--- config.mk ---
export PLATFORM = sky130hd
export DESIGN_NAME = serial_dac_command_logic
export DESIGN_NICKNAME = d
export VERILOG_FILES = /design/src/dac_cmd_pkg.sv /design/src/pin_sync.sv /design/src/serial_dac_command_logic.sv
export VERILOG_INCLUDE_DIRS = /design/src /design/src/src
export SDC_FILE = /design/constraint.sdc
export NUM_CORES = 1
export LEC_CHECK = 0
export ABC_CLOCK_PERIOD_IN_PS = 2330
export BUFFER_PORTS_ARGS = -buffer_cell sky130_fd_sc_hd__clkbuf_2
export CORE_AREA = 2 2 93 68
export CTS_BUF_LIST = sky130_fd_sc_hd__clkbuf_16
export DETAILED_ROUTE_END_ITERATION = 10
export DIE_AREA = 0 0 95 70
export PLACE_DENSITY = 0.72
export REMOVE_ABC_BUFFERS = 1
export SYNTH_ARGS = -nofsm -noshare
export SYNTH_HDL_FRONTEND = slang
export SYNTH_SLANG_ARGS = --single-unit
--- constraint.sdc ---
create_clock -name clk -period 2.33 [get_ports clk]
set_clock_uncertainty 0.1 [all_clocks]
set_input_delay 0.3495 -clock clk [delete_from_list [all_inputs] [get_ports clk]]
set_output_delay 0.3495 -clock clk [all_outputs]
set_load 0.005 [all_outputs]
--- src/dac_cmd_defs.svh ---
/*
 * Named constants of the serial converter command logic: word layout,
 * command and subcommand codes, clear codes and counter widths.
 * Assumes it is included by bare name, once per compilation unit use.
 */
`ifndef DAC_CMD_DEFS_SVH
`define DAC_CMD_DEFS_SVH

// ***********************************************************************
// word layout
// ***********************************************************************
`define WORD_BITS      16
`define DATA_BITS      14
`define CNT_W          5
`define WORD_CNT_FULL  5'h10
`define WORD_MSB       15

// ***********************************************************************
// command codes (high bit, low bit)
// ***********************************************************************
`define CMD_LOAD_IN    2'h0
`define CMD_LOAD_BOTH  2'h1
`define CMD_UPDATE     2'h2
`define CMD_SUB        2'h3

// ***********************************************************************
// subcommand codes in data bits 13 and 12
// ***********************************************************************
`define SUB_NOP        2'h0
`define SUB_HW_POWER_OFF_PIN       2'h1
`define SUB_UPO        2'h2
`define SUB_MODE       2'h3
`define SUB_HI         13
`define SUB_LO         12
`define SUB_ARG        11

// ***********************************************************************
// clear codes and reset values
// ***********************************************************************
`define CLR_ZERO_CODE  14'h0000
`define CLR_MID_CODE   14'h2000
`define UPO_DEFAULT    1'h0

`endif

--- src/dac_cmd_pkg.sv ---
/*
 * Types shared by the converter command logic: the received word, the
 * group of sampled pins and the shift-out mode.
 * Assumes dac_cmd_defs.svh is on the include path.
 */
`include "dac_cmd_defs.svh"

package dac_cmd_pkg;

    // received word, most significant bit first on the line
    typedef struct packed {
        logic                  command_bit_high;
        logic                  command_bit_low;
        logic [`DATA_BITS-1:0] word_data_field;
    } cmd_word_t;

    // pins as they arrive, and after synchronising
    typedef struct packed {
        logic serial_clk;
        logic chip_select_n;
        logic serial_din;
        logic async_clear_input_n;
        logic clear_level_select;
        logic shutdown_lockout;
        logic hw_power_off_pin;
    } pin_bus_t;

    // edge on which the shift-out pin changes
    typedef enum logic {
        DOUT_MODE0_FALL,
        DOUT_MODE1_RISE
    } dout_mode_t;

endpackage

--- src/pin_sync.sv ---
/*
 * Two flip-flop synchroniser for a bundle of asynchronous pins.
 * Assumes each bit is an independent level; no bus coherency is kept.
 */
`timescale 1ns/1ps
`default_nettype none

module pin_sync #(
    parameter int WIDTH = 1
) (
    // clock and reset
    input  wire logic             clk,
    input  wire logic             rst_n,
    // pins in, synchronised out
    input  wire logic [WIDTH-1:0] async_in,
    output logic      [WIDTH-1:0] sync_out
);

    logic [WIDTH-1:0] meta_ff;
    logic [WIDTH-1:0] sync_ff;

    // first stage is read only by the second stage
    always_ff @(posedge clk or negedge rst_n) begin
        if (!rst_n) begin
            meta_ff <= '0;
            sync_ff <= '0;
        end else begin
            meta_ff <= async_in;
            sync_ff <= meta_ff;
        end
    end

    assign sync_out = sync_ff;

endmodule

`default_nettype wire

--- src/serial_dac_command_logic.sv ---
/*
 * Command logic of a 14-bit serial converter: oversampled serial port,
 * double-buffered code registers, subcommands, clear and shift-out pin.
 * Assumes clk runs well above four times the serial clock rate and that
 * every pin input is asynchronous to clk.
 */
`timescale 1ns/1ps
`default_nettype none
`include "dac_cmd_defs.svh"

module serial_dac_command_logic (
    // clock and reset
    input  wire logic                  clk,
    input  wire logic                  rst_n,
    // serial link from the host
    input  wire logic                  serial_clk,
    input  wire logic                  chip_select_n,
    input  wire logic                  serial_din,
    output logic                       serial_dout,
    // control pins
    input  wire logic                  async_clear_input_n,
    input  wire logic                  clear_level_select,
    input  wire logic                  shutdown_lockout,
    input  wire logic                  hw_power_off_pin,
    // converter side
    output logic [`DATA_BITS-1:0]      dac_code,
    output logic                       shutdown_active,
    output logic                       user_logic_output
);

    // ***********************************************************************
    // pin sampling
    // ***********************************************************************
    dac_cmd_pkg::pin_bus_t   pins_raw;
    dac_cmd_pkg::pin_bus_t   pins_s;
    logic                    sclk_q_ff;
    logic                    cs_q_ff;
    logic                    lock_q_ff;
    logic                    sclk_rise;
    logic                    sclk_fall;
    logic                    cs_rise;
    logic                    lock_fall;

    assign pins_raw = '{serial_clk, chip_select_n, serial_din,
                        async_clear_input_n, clear_level_select,
                        shutdown_lockout, hw_power_off_pin};

    pin_sync #(
        .WIDTH ($bits(dac_cmd_pkg::pin_bus_t))
    ) u_pin_sync (
        .clk      (clk),
        .rst_n    (rst_n),
        .async_in (pins_raw),
        .sync_out (pins_s)
    );

    // delayed copies for edge detection; select idles high
    always_ff @(posedge clk or negedge rst_n) begin
        if (!rst_n) begin
            sclk_q_ff <= 1'h0;
            cs_q_ff   <= 1'h1;
            lock_q_ff <= 1'h0;
        end else begin
            sclk_q_ff <= pins_s.serial_clk;
            cs_q_ff   <= pins_s.chip_select_n;
            lock_q_ff <= pins_s.shutdown_lockout;
        end
    end

    assign sclk_rise = pins_s.serial_clk & ~sclk_q_ff;
    assign sclk_fall = ~pins_s.serial_clk & sclk_q_ff;
    assign cs_rise   = pins_s.chip_select_n & ~cs_q_ff;
    assign lock_fall = ~pins_s.shutdown_lockout & lock_q_ff;

    // ***********************************************************************
    // shift register and bit counter
    // ***********************************************************************
    logic [`WORD_BITS-1:0]   shift_ff;
    logic [`CNT_W-1:0]       bit_cnt_ff;
    logic                    word_act;
    dac_cmd_pkg::cmd_word_t  word;
    logic [1:0]              cmd;
    logic [1:0]              sub;

    // msb first, packets join while select is low
    always_ff @(posedge clk or negedge rst_n) begin
        if (!rst_n) begin
            shift_ff <= '0;
        end else if (sclk_rise && !pins_s.chip_select_n) begin
            shift_ff <= {shift_ff[`WORD_BITS-2:0], pins_s.serial_din};
        end
    end

    // counter saturates so long chains still hold the last word
    always_ff @(posedge clk or negedge rst_n) begin
        if (!rst_n) begin
            bit_cnt_ff <= '0;
        end else if (pins_s.chip_select_n) begin
            bit_cnt_ff <= '0;
        end else if (sclk_rise && bit_cnt_ff != `WORD_CNT_FULL) begin
            bit_cnt_ff <= bit_cnt_ff + `CNT_W'(1);
        end
    end

    // act at select rise, partial words dropped
    // with more than 16 bits the last word stays
    assign word_act = cs_rise && (bit_cnt_ff == `WORD_CNT_FULL);
    assign word     = dac_cmd_pkg::cmd_word_t'(shift_ff);
    assign cmd      = {word.command_bit_high, word.command_bit_low};
    assign sub      = word.word_data_field[`SUB_HI:`SUB_LO];

    // ***********************************************************************
    // double-buffered code registers
    // ***********************************************************************
    logic [`DATA_BITS-1:0]   input_reg_ff;
    logic [`DATA_BITS-1:0]   dac_code_ff;

    // input register load on 00 or 01
    always_ff @(posedge clk or negedge rst_n) begin
        if (!rst_n) begin
            input_reg_ff <= `CLR_ZERO_CODE;
        end else if (word_act &&
                     (cmd == `CMD_LOAD_IN || cmd == `CMD_LOAD_BOTH)) begin
            input_reg_ff <= word.word_data_field;
        end
    end

    // clear is a level and wins over any command in the same cycle
    always_ff @(posedge clk or negedge rst_n) begin
        if (!rst_n) begin
            dac_code_ff <= `CLR_ZERO_CODE;
        end else if (!pins_s.async_clear_input_n) begin
            dac_code_ff <= pins_s.clear_level_select ? `CLR_MID_CODE
                                                     : `CLR_ZERO_CODE;
        end else if (word_act && cmd == `CMD_LOAD_BOTH) begin
            dac_code_ff <= word.word_data_field;
        end else if (word_act && cmd == `CMD_UPDATE) begin
            dac_code_ff <= input_reg_ff;
        end
    end

    // ***********************************************************************
    // subcommand state
    // ***********************************************************************
    logic                    upo_ff;
    dac_cmd_pkg::dout_mode_t mode_ff;
    logic                    hw_power_off_pin_ff;
    logic                    sub_act;

    assign sub_act = word_act && cmd == `CMD_SUB;

    always_ff @(posedge clk or negedge rst_n) begin
        if (!rst_n) begin
            upo_ff <= `UPO_DEFAULT;
        end else if (!pins_s.async_clear_input_n) begin
            upo_ff <= `UPO_DEFAULT;
        end else if (sub_act && sub == `SUB_UPO) begin
            upo_ff <= word.word_data_field[`SUB_ARG];
        end
    end

    // argument 0 picks mode 1, 1 picks mode 0
    always_ff @(posedge clk or negedge rst_n) begin
        if (!rst_n) begin
            mode_ff <= dac_cmd_pkg::DOUT_MODE0_FALL;
        end else if (sub_act && sub == `SUB_MODE) begin
            mode_ff <= word.word_data_field[`SUB_ARG]
                       ? dac_cmd_pkg::DOUT_MODE0_FALL
                       : dac_cmd_pkg::DOUT_MODE1_RISE;
        end
    end

    // shutdown entry gated by lockout
    // lockout low in a falling cycle, so entry cannot race the exit
    always_ff @(posedge clk or negedge rst_n) begin
        if (!rst_n) begin
            hw_power_off_pin_ff <= 1'h0;
        end else if (lock_fall) begin
            hw_power_off_pin_ff <= 1'h0;
        end else if (pins_s.shutdown_lockout &&
                     ((sub_act && sub == `SUB_HW_POWER_OFF_PIN) ||
                      pins_s.hw_power_off_pin)) begin
            hw_power_off_pin_ff <= 1'h1;
        end else if (word_act && cmd == `CMD_LOAD_BOTH) begin
            hw_power_off_pin_ff <= 1'h0;
        end
    end

    // ***********************************************************************
    // shift-out pin
    // ***********************************************************************
    logic                    dout_ff;

    // mode 0 on fall (16), mode 1 on rise (16.5)
    always_ff @(posedge clk or negedge rst_n) begin
        if (!rst_n) begin
            dout_ff <= 1'h0;
        end else if (mode_ff == dac_cmd_pkg::DOUT_MODE0_FALL
                     ? sclk_fall : sclk_rise) begin
            dout_ff <= shift_ff[`WORD_MSB];
        end
    end

    // code passes on as unsigned straight binary
    assign dac_code          = dac_code_ff;
    assign shutdown_active   = hw_power_off_pin_ff;
    assign user_logic_output = upo_ff;
    assign serial_dout       = dout_ff;
endmodule

`default_nettype wire

=== Word level (Yosys, flattened, before mapping) ===
Cells that the tools add are included.

* Bits in registers: 70
* Latch bits: 0
* Bits in writable memories: 0
* ROM bits: 0
* Input bits: 9
* Output and inout port bits: 17
* Logic and storage cells: 62
* Memories: 0

* Add/subtract/negate cells: 1
* Multiply operators: 0
* Divide/modulo/power cells: 0
* $lt $le $gt $ge: 0
* Equal/unequal tests: 10
* Shift-type cells: 0
* Mux-type cells: 13
* Bitwise operators: 8
* Reductions and logical operators: 17

{| class="wikitable"
|+ Operators by type and width
! cell !! number
|-
| $mux 14 || 4
|-
| $logic_and 1x1->1 || 11
|-
| $mux 5 || 2
|-
| $eq 2x2->1 const B || 4
|-
| $mux 1 || 7
|-
| $add 5x1->5 const B || 1
|-
| $eq 5x5->1 const B || 1
|-
| $ne 5x5->1 const B || 1
|-
| $and 1x1->1 || 4
|-
| $eq 2x1->1 const B || 2
|-
| $not 1->1 || 4
|-
| $ne 3x3->1 const B || 1
|-
| $reduce_bool 3->1 || 1
|-
| $logic_not 2->1 || 1
|-
| $logic_or 1x1->1 || 2
|-
| $ne 2x2->1 const B || 1
|-
| $reduce_bool 2->1 || 1
|-
| $logic_not 1->1 || 1
|}

=== Logic depth before layout (Yosys ltp) ===
* Depth after elaboration: 9
* Mapped depth: 8
* Depth with buffers taken out: 6

=== Hierarchy ===
Synthesis repeated with hierarchy kept, for this count alone.

* Cell total of the unflattened synthesis: 186
* Area, all modules: 2,778.9 µm²

{| class="wikitable"
|+ Modules (own cells, without submodules)
! module !! instances !! cells an instance !! area an instance (µm²) !! sequential area each (µm²)
|-
| serial_dac_command_logic || 1 || 172 || 2,428.6 || 1,402.6
|-
| pin_sync || 1 || 14 || 350.3 || 350.3
|}

=== Least setup slack after synthesis ===
No wires, ideal clock.

* Path type: register to register
* From: reg bit_cnt_ff[0]
* To: reg input_reg_ff[10]
* Library setup time: 125 ps
* Arrival: 1,568 ps
* Required time: 2,105 ps
* Path slack: 537 ps
* Stages on the path, launching flop included: 9
* Path buffers: 2
* Clock period less this slack: 1,793 ps
* Path through: dfrtp_1 -> inv_1 -> ha_1 -> and4bb_1 -> buf_6 -> nand2_4 -> nor2_4 -> buf_6 -> mux2_2

* Word-level cells in the longest chain between the ends: 3

{| class="wikitable"
|+ Ends and longest elaborated chain
! what !! RTL line !! text
|-
| from (decl) || serial_dac_command_logic.sv:79 || <nowiki>logic [`CNT_W-1:0] bit_cnt_ff;</nowiki>
|-
| from (signal assigned) || serial_dac_command_logic.sv:101 || <nowiki>bit_cnt_ff <= bit_cnt_ff + `CNT_W'(1);</nowiki>
|-
| $eq 5x5->1 (no line) || -- ||
|-
| $logic_and 1x1->1 || serial_dac_command_logic.sv:107 || <nowiki>assign word_act = cs_rise && (bit_cnt_ff == `WORD_CNT_FULL);</nowiki>
|-
| $logic_and 1x1->1 || serial_dac_command_logic.sv:122 || <nowiki>end else if (word_act &&</nowiki>
|-
| to (signal assigned) || serial_dac_command_logic.sv:121 || <nowiki>input_reg_ff <= `CLR_ZERO_CODE;</nowiki>
|-
| to (signal assigned) || serial_dac_command_logic.sv:124 || <nowiki>input_reg_ff <= word.word_data_field;</nowiki>
|-
| to (decl) || serial_dac_command_logic.sv:115 || <nowiki>logic [`DATA_BITS-1:0] input_reg_ff;</nowiki>
|}

Every way passes these cells.
A chain may end at the register's enable or synchronous reset.

=== Worst setup path in the final report ===
* From: reg bit_cnt_ff[0]
* To: reg input_reg_ff[3]

The elaborated chain is that of the path after synthesis.

==> impl_metrics.csv <==
group,metric,value,unit
outcome,status,"completed",
logic_synthesis,synthTopCellsByArea,"dfrtp_1 (62%), mux2_2 (12%), mux2i_1 (5.0%)",
layout,antenna_cells,0,
global_routing,grtUsageTotal,16.7,%
sta,timing.fmax,467,MHz
logic_synthesis,syn_avg_cell_area,14.7,sq um
pwr,switching_power,0.000639,W
global_routing,grt_max_degree,32,
sta,min_period,2140,ps
worst_setup_path,crit_path_max_fanout,14,
pwr,leakagePower,1.67,nW
route,ant_nets,0,
clock_network,clkSlewWorstSetupHoldPaths,60,ps
layout,fin_nets,233,
clock_network,root_buffer,"clkbuf_16",
route,wire_per_inst,15.0,um
die,initial_core_util,47.0,%
min_path,worstHoldStart,"hw_power_off_pin",
worst_setup_path,cp.required,2440,ps
worst_setup_path,crit_type,"flop to flop",
run,max-cap-violations,0,
clock_network,cts-buffers-inserted,9,
pwr,power_frac_seq,46.5,%
logic_synthesis,synthArstFlopShare,100,%
logic_synthesis,synth_seq_area_share,63.0,%
worst_setup_path,cp-end-kind,"flop",
pwr,vdd_drop_max,0.000544,V
route,drc,0,
die,die_w,95,um
die,ioPinCount,26,
pwr,p_clk_share,48.6,%
worst_setup_path,reg2reg_slack,190,ps
clock_network,cts_tree,"built",
route,drtIter0Drc,120,
logic_synthesis,ys_seq_elements,70,
worst_setup_path,r2r_start,"bit_cnt_ff[0]",
logic_synthesis,syn_inst,189,
clock_network,cts_sinks,70,
logic_synthesis,synth_top_area_share,62.1,%
clock_network,cts_buffer_depth,2,
route,first_pass_iters,4,
route,via_per_inst,5.05,
layout,layout-drive-gt1-share,36.1,%
logic_synthesis,yosys_warnings,0,
die,die_h,70,um
placed_design,finalWeightedCongestion,0.773,
worst_setup_path,reg2reg_depth,6,
min_path,hold_depth,1,
worst_setup_path,cp.arrival,2250,ps
clock_network,ctsResizeCount,0,
pwr,swShare,21.6,%
global_routing,grt-ovfl-total,0,
route,via_count,1541,
sta,setup_violations,0,
placed_design,place_area,2990,sq um
logic_synthesis,synth_common_cells,"dfrtp_1 (69), mux2_2 (30), mux2i_1 (14)",
sta,worst_pin_slew,418,ps
pwr,internal-power,0.00232,W
layout,postLayoutCellArea,3330,sq um
die,core-area,5920,sq um
pwr,pwr-share-comb,4.8,%
sta,rsz0062_at_grt,"no",
route,routed_wl,4580,um
clock_network,cts_hold_buffers,1,
worst_setup_path,r2r_end,"input_reg_ff[3]",
clock_network,htree_num_levels,3,
min_path,min_to,"u_pin_sync.meta_ff[0]",
die,die_area,6650,sq um
logic_synthesis,syn_area,2780,sq um
logic_synthesis,synth-main-ff-cell,"dfrtp_1",
placed_design,port_buffers,25,
sta,finalHoldViolCount,0,
die,placementRows,24,
logic_synthesis,synth_cell_types,39,
clock_network,clkLatencyLatePin,330,ps
worst_setup_path,startpoint_type,"flop",
clock_network,post_cts_buffers,0,
sta,setup_tns,0,ps
logic_synthesis,yosysMostFrequentCell,"dfrtp_1",
layout,fillers,487,
min_path,worstHoldPathType,"input pin to flop",
sta,relSlewSlack,72.1,%
placed_design,dpl.hpwl,3030,um
global_routing,grt_pass1_vias,1600,
sta,post-route-period-util,91.8,%
pwr,powerDensity,891,nW/um^2
logic_synthesis,synth_edf_count,0,
global_routing,grt_first_pass_wirelength,8230,um
layout,area_delta_synth_final,19.5,%
logic_synthesis,yosys.area.top_type,"dfrtp_1",
sta,drv_slew,0,
global_routing,grt_antenna_before_repair,0,
-- metrics by stage --
| step | total power [W] | hold slack (ps) | setup WS, ps | instances | util, % |
|---|---|---|---|---|---|
| 2_1_floorplan | 0.00147 | -46.1 | 423 | 180 | - |
| 3_3_place_gp | 0.00154 | 167 | 288 | 288 | 50.6 |
| 3_5_place_dp | 0.00154 | 164 | 216 | 288 | 50.6 |
| 4_1_cts | 0.00300 | 11.2 | 195 | 305 | 56.2 |
| 5_1_grt | 0.00309 | 7.09 | 31.7 | 305 | 56.2 |
| 6_report | 0.00296 | 23.9 | 190 | 305 | 56.2 |
-- cell type report --
class	count	area, sq um	area share [%]
Clock inverter	7	97.6	2.93
Inverter	5	18.8	0.564
Multi-Input combinational cell	105	948	28.5
Tap cell	78	97.6	2.93
Timing Repair Buffer	31	185	5.57
Clock buffer	9	225	6.77
Sequential cell	70	1750	52.7
-- kinds of logic (layout without fill, tap and decap cells) --
group           Yosys count  count (layout)  synth area share (%)
buf+inv                  14              52                  2.92
compound gates           25              25                  7.15
fa+ha+maj                 2               2                 0.899
simple gates             29              29                  7.28
mux                      44              44                  17.2
xor+xnor                  5               5                  1.57
flops                    70              70                  63.0
-- how the worst max path moves through the flow --
| stage | from | end | cells after the start |
|---|---|---|---|
| 2_1_floorplan | bit_cnt_ff[0] | input_reg_ff[0] | 6 |
| 3_3_place_gp | bit_cnt_ff[0] | input_reg_ff[1] | 6 |
| 3_5_place_dp | bit_cnt_ff[0] | input_reg_ff[6] | 6 |
| 4_1_cts | bit_cnt_ff[0] | input_reg_ff[3] | 6 |
| 5_1_grt | bit_cnt_ff[0] | input_reg_ff[5] | 6 |
| 6_report | bit_cnt_ff[0] | input_reg_ff[3] | 6 |
-- worst max-delay path, stage by stage (launching register included) --
cell and delay [ps]:
dfrtp_1 430, inv_1 80, ha_1 130, and4bb_1 430
nand2_4 110, nor2_4 360, mux2_2 390
-- routing by layer --
layer | share of wire, % | up-vias | GRT usage, %
met3 | 4.7 | 7 | 6.90
met5 | 0 | - | 0
li1 | - | 734 | -
met4 | 0.96 | 0 | 5.31
met2 | 45 | 30 | 23.2
met1 | 49 | 770 | 23.9
-- state kept, by name (all words and copies together), names as in the netlist, 5 cells and up --
name and flops:
dac_code 14, u_pin_sync.meta_ff 7, bit_cnt_ff 5, shift_ff 16, u_pin_sync.sync_out 7, input_reg_ff 14
-- cell usage in the layout (no fill, tap or decap), drive strengths merged, types with 2 or more instances in the layout --
cell / n
xnor2: 3
xor2: 2
nor2b: 2
o21ai: 3
a21oi: 3
clkinv: 3
nand3b: 2
bufinv: 2
clkbuf: 33
nand2: 4
dfrtp: 69
o2bb2ai: 13
mux2i: 14
nand4: 3
inv: 6
buf: 6
ha: 2
nand4b: 2
nor2: 8
mux2: 30
-- power by group through the flow --
| stage | registers [W] | logic (W) | clock network [W] |
|---|---|---|---|
| after floorplan | 0.00138 | 0.0000907 | 0 |
| after global placement | 0.00140 | 0.000140 | 0 |
| after detailed placement | 0.00140 | 0.000146 | 0 |
| after CTS | 0.00138 | 0.000147 | 0.00147 |
| after global routing | 0.00139 | 0.000162 | 0.00153 |
| final | 0.00138 | 0.000143 | 0.00144 |
(Power assumes the default switching activity.)
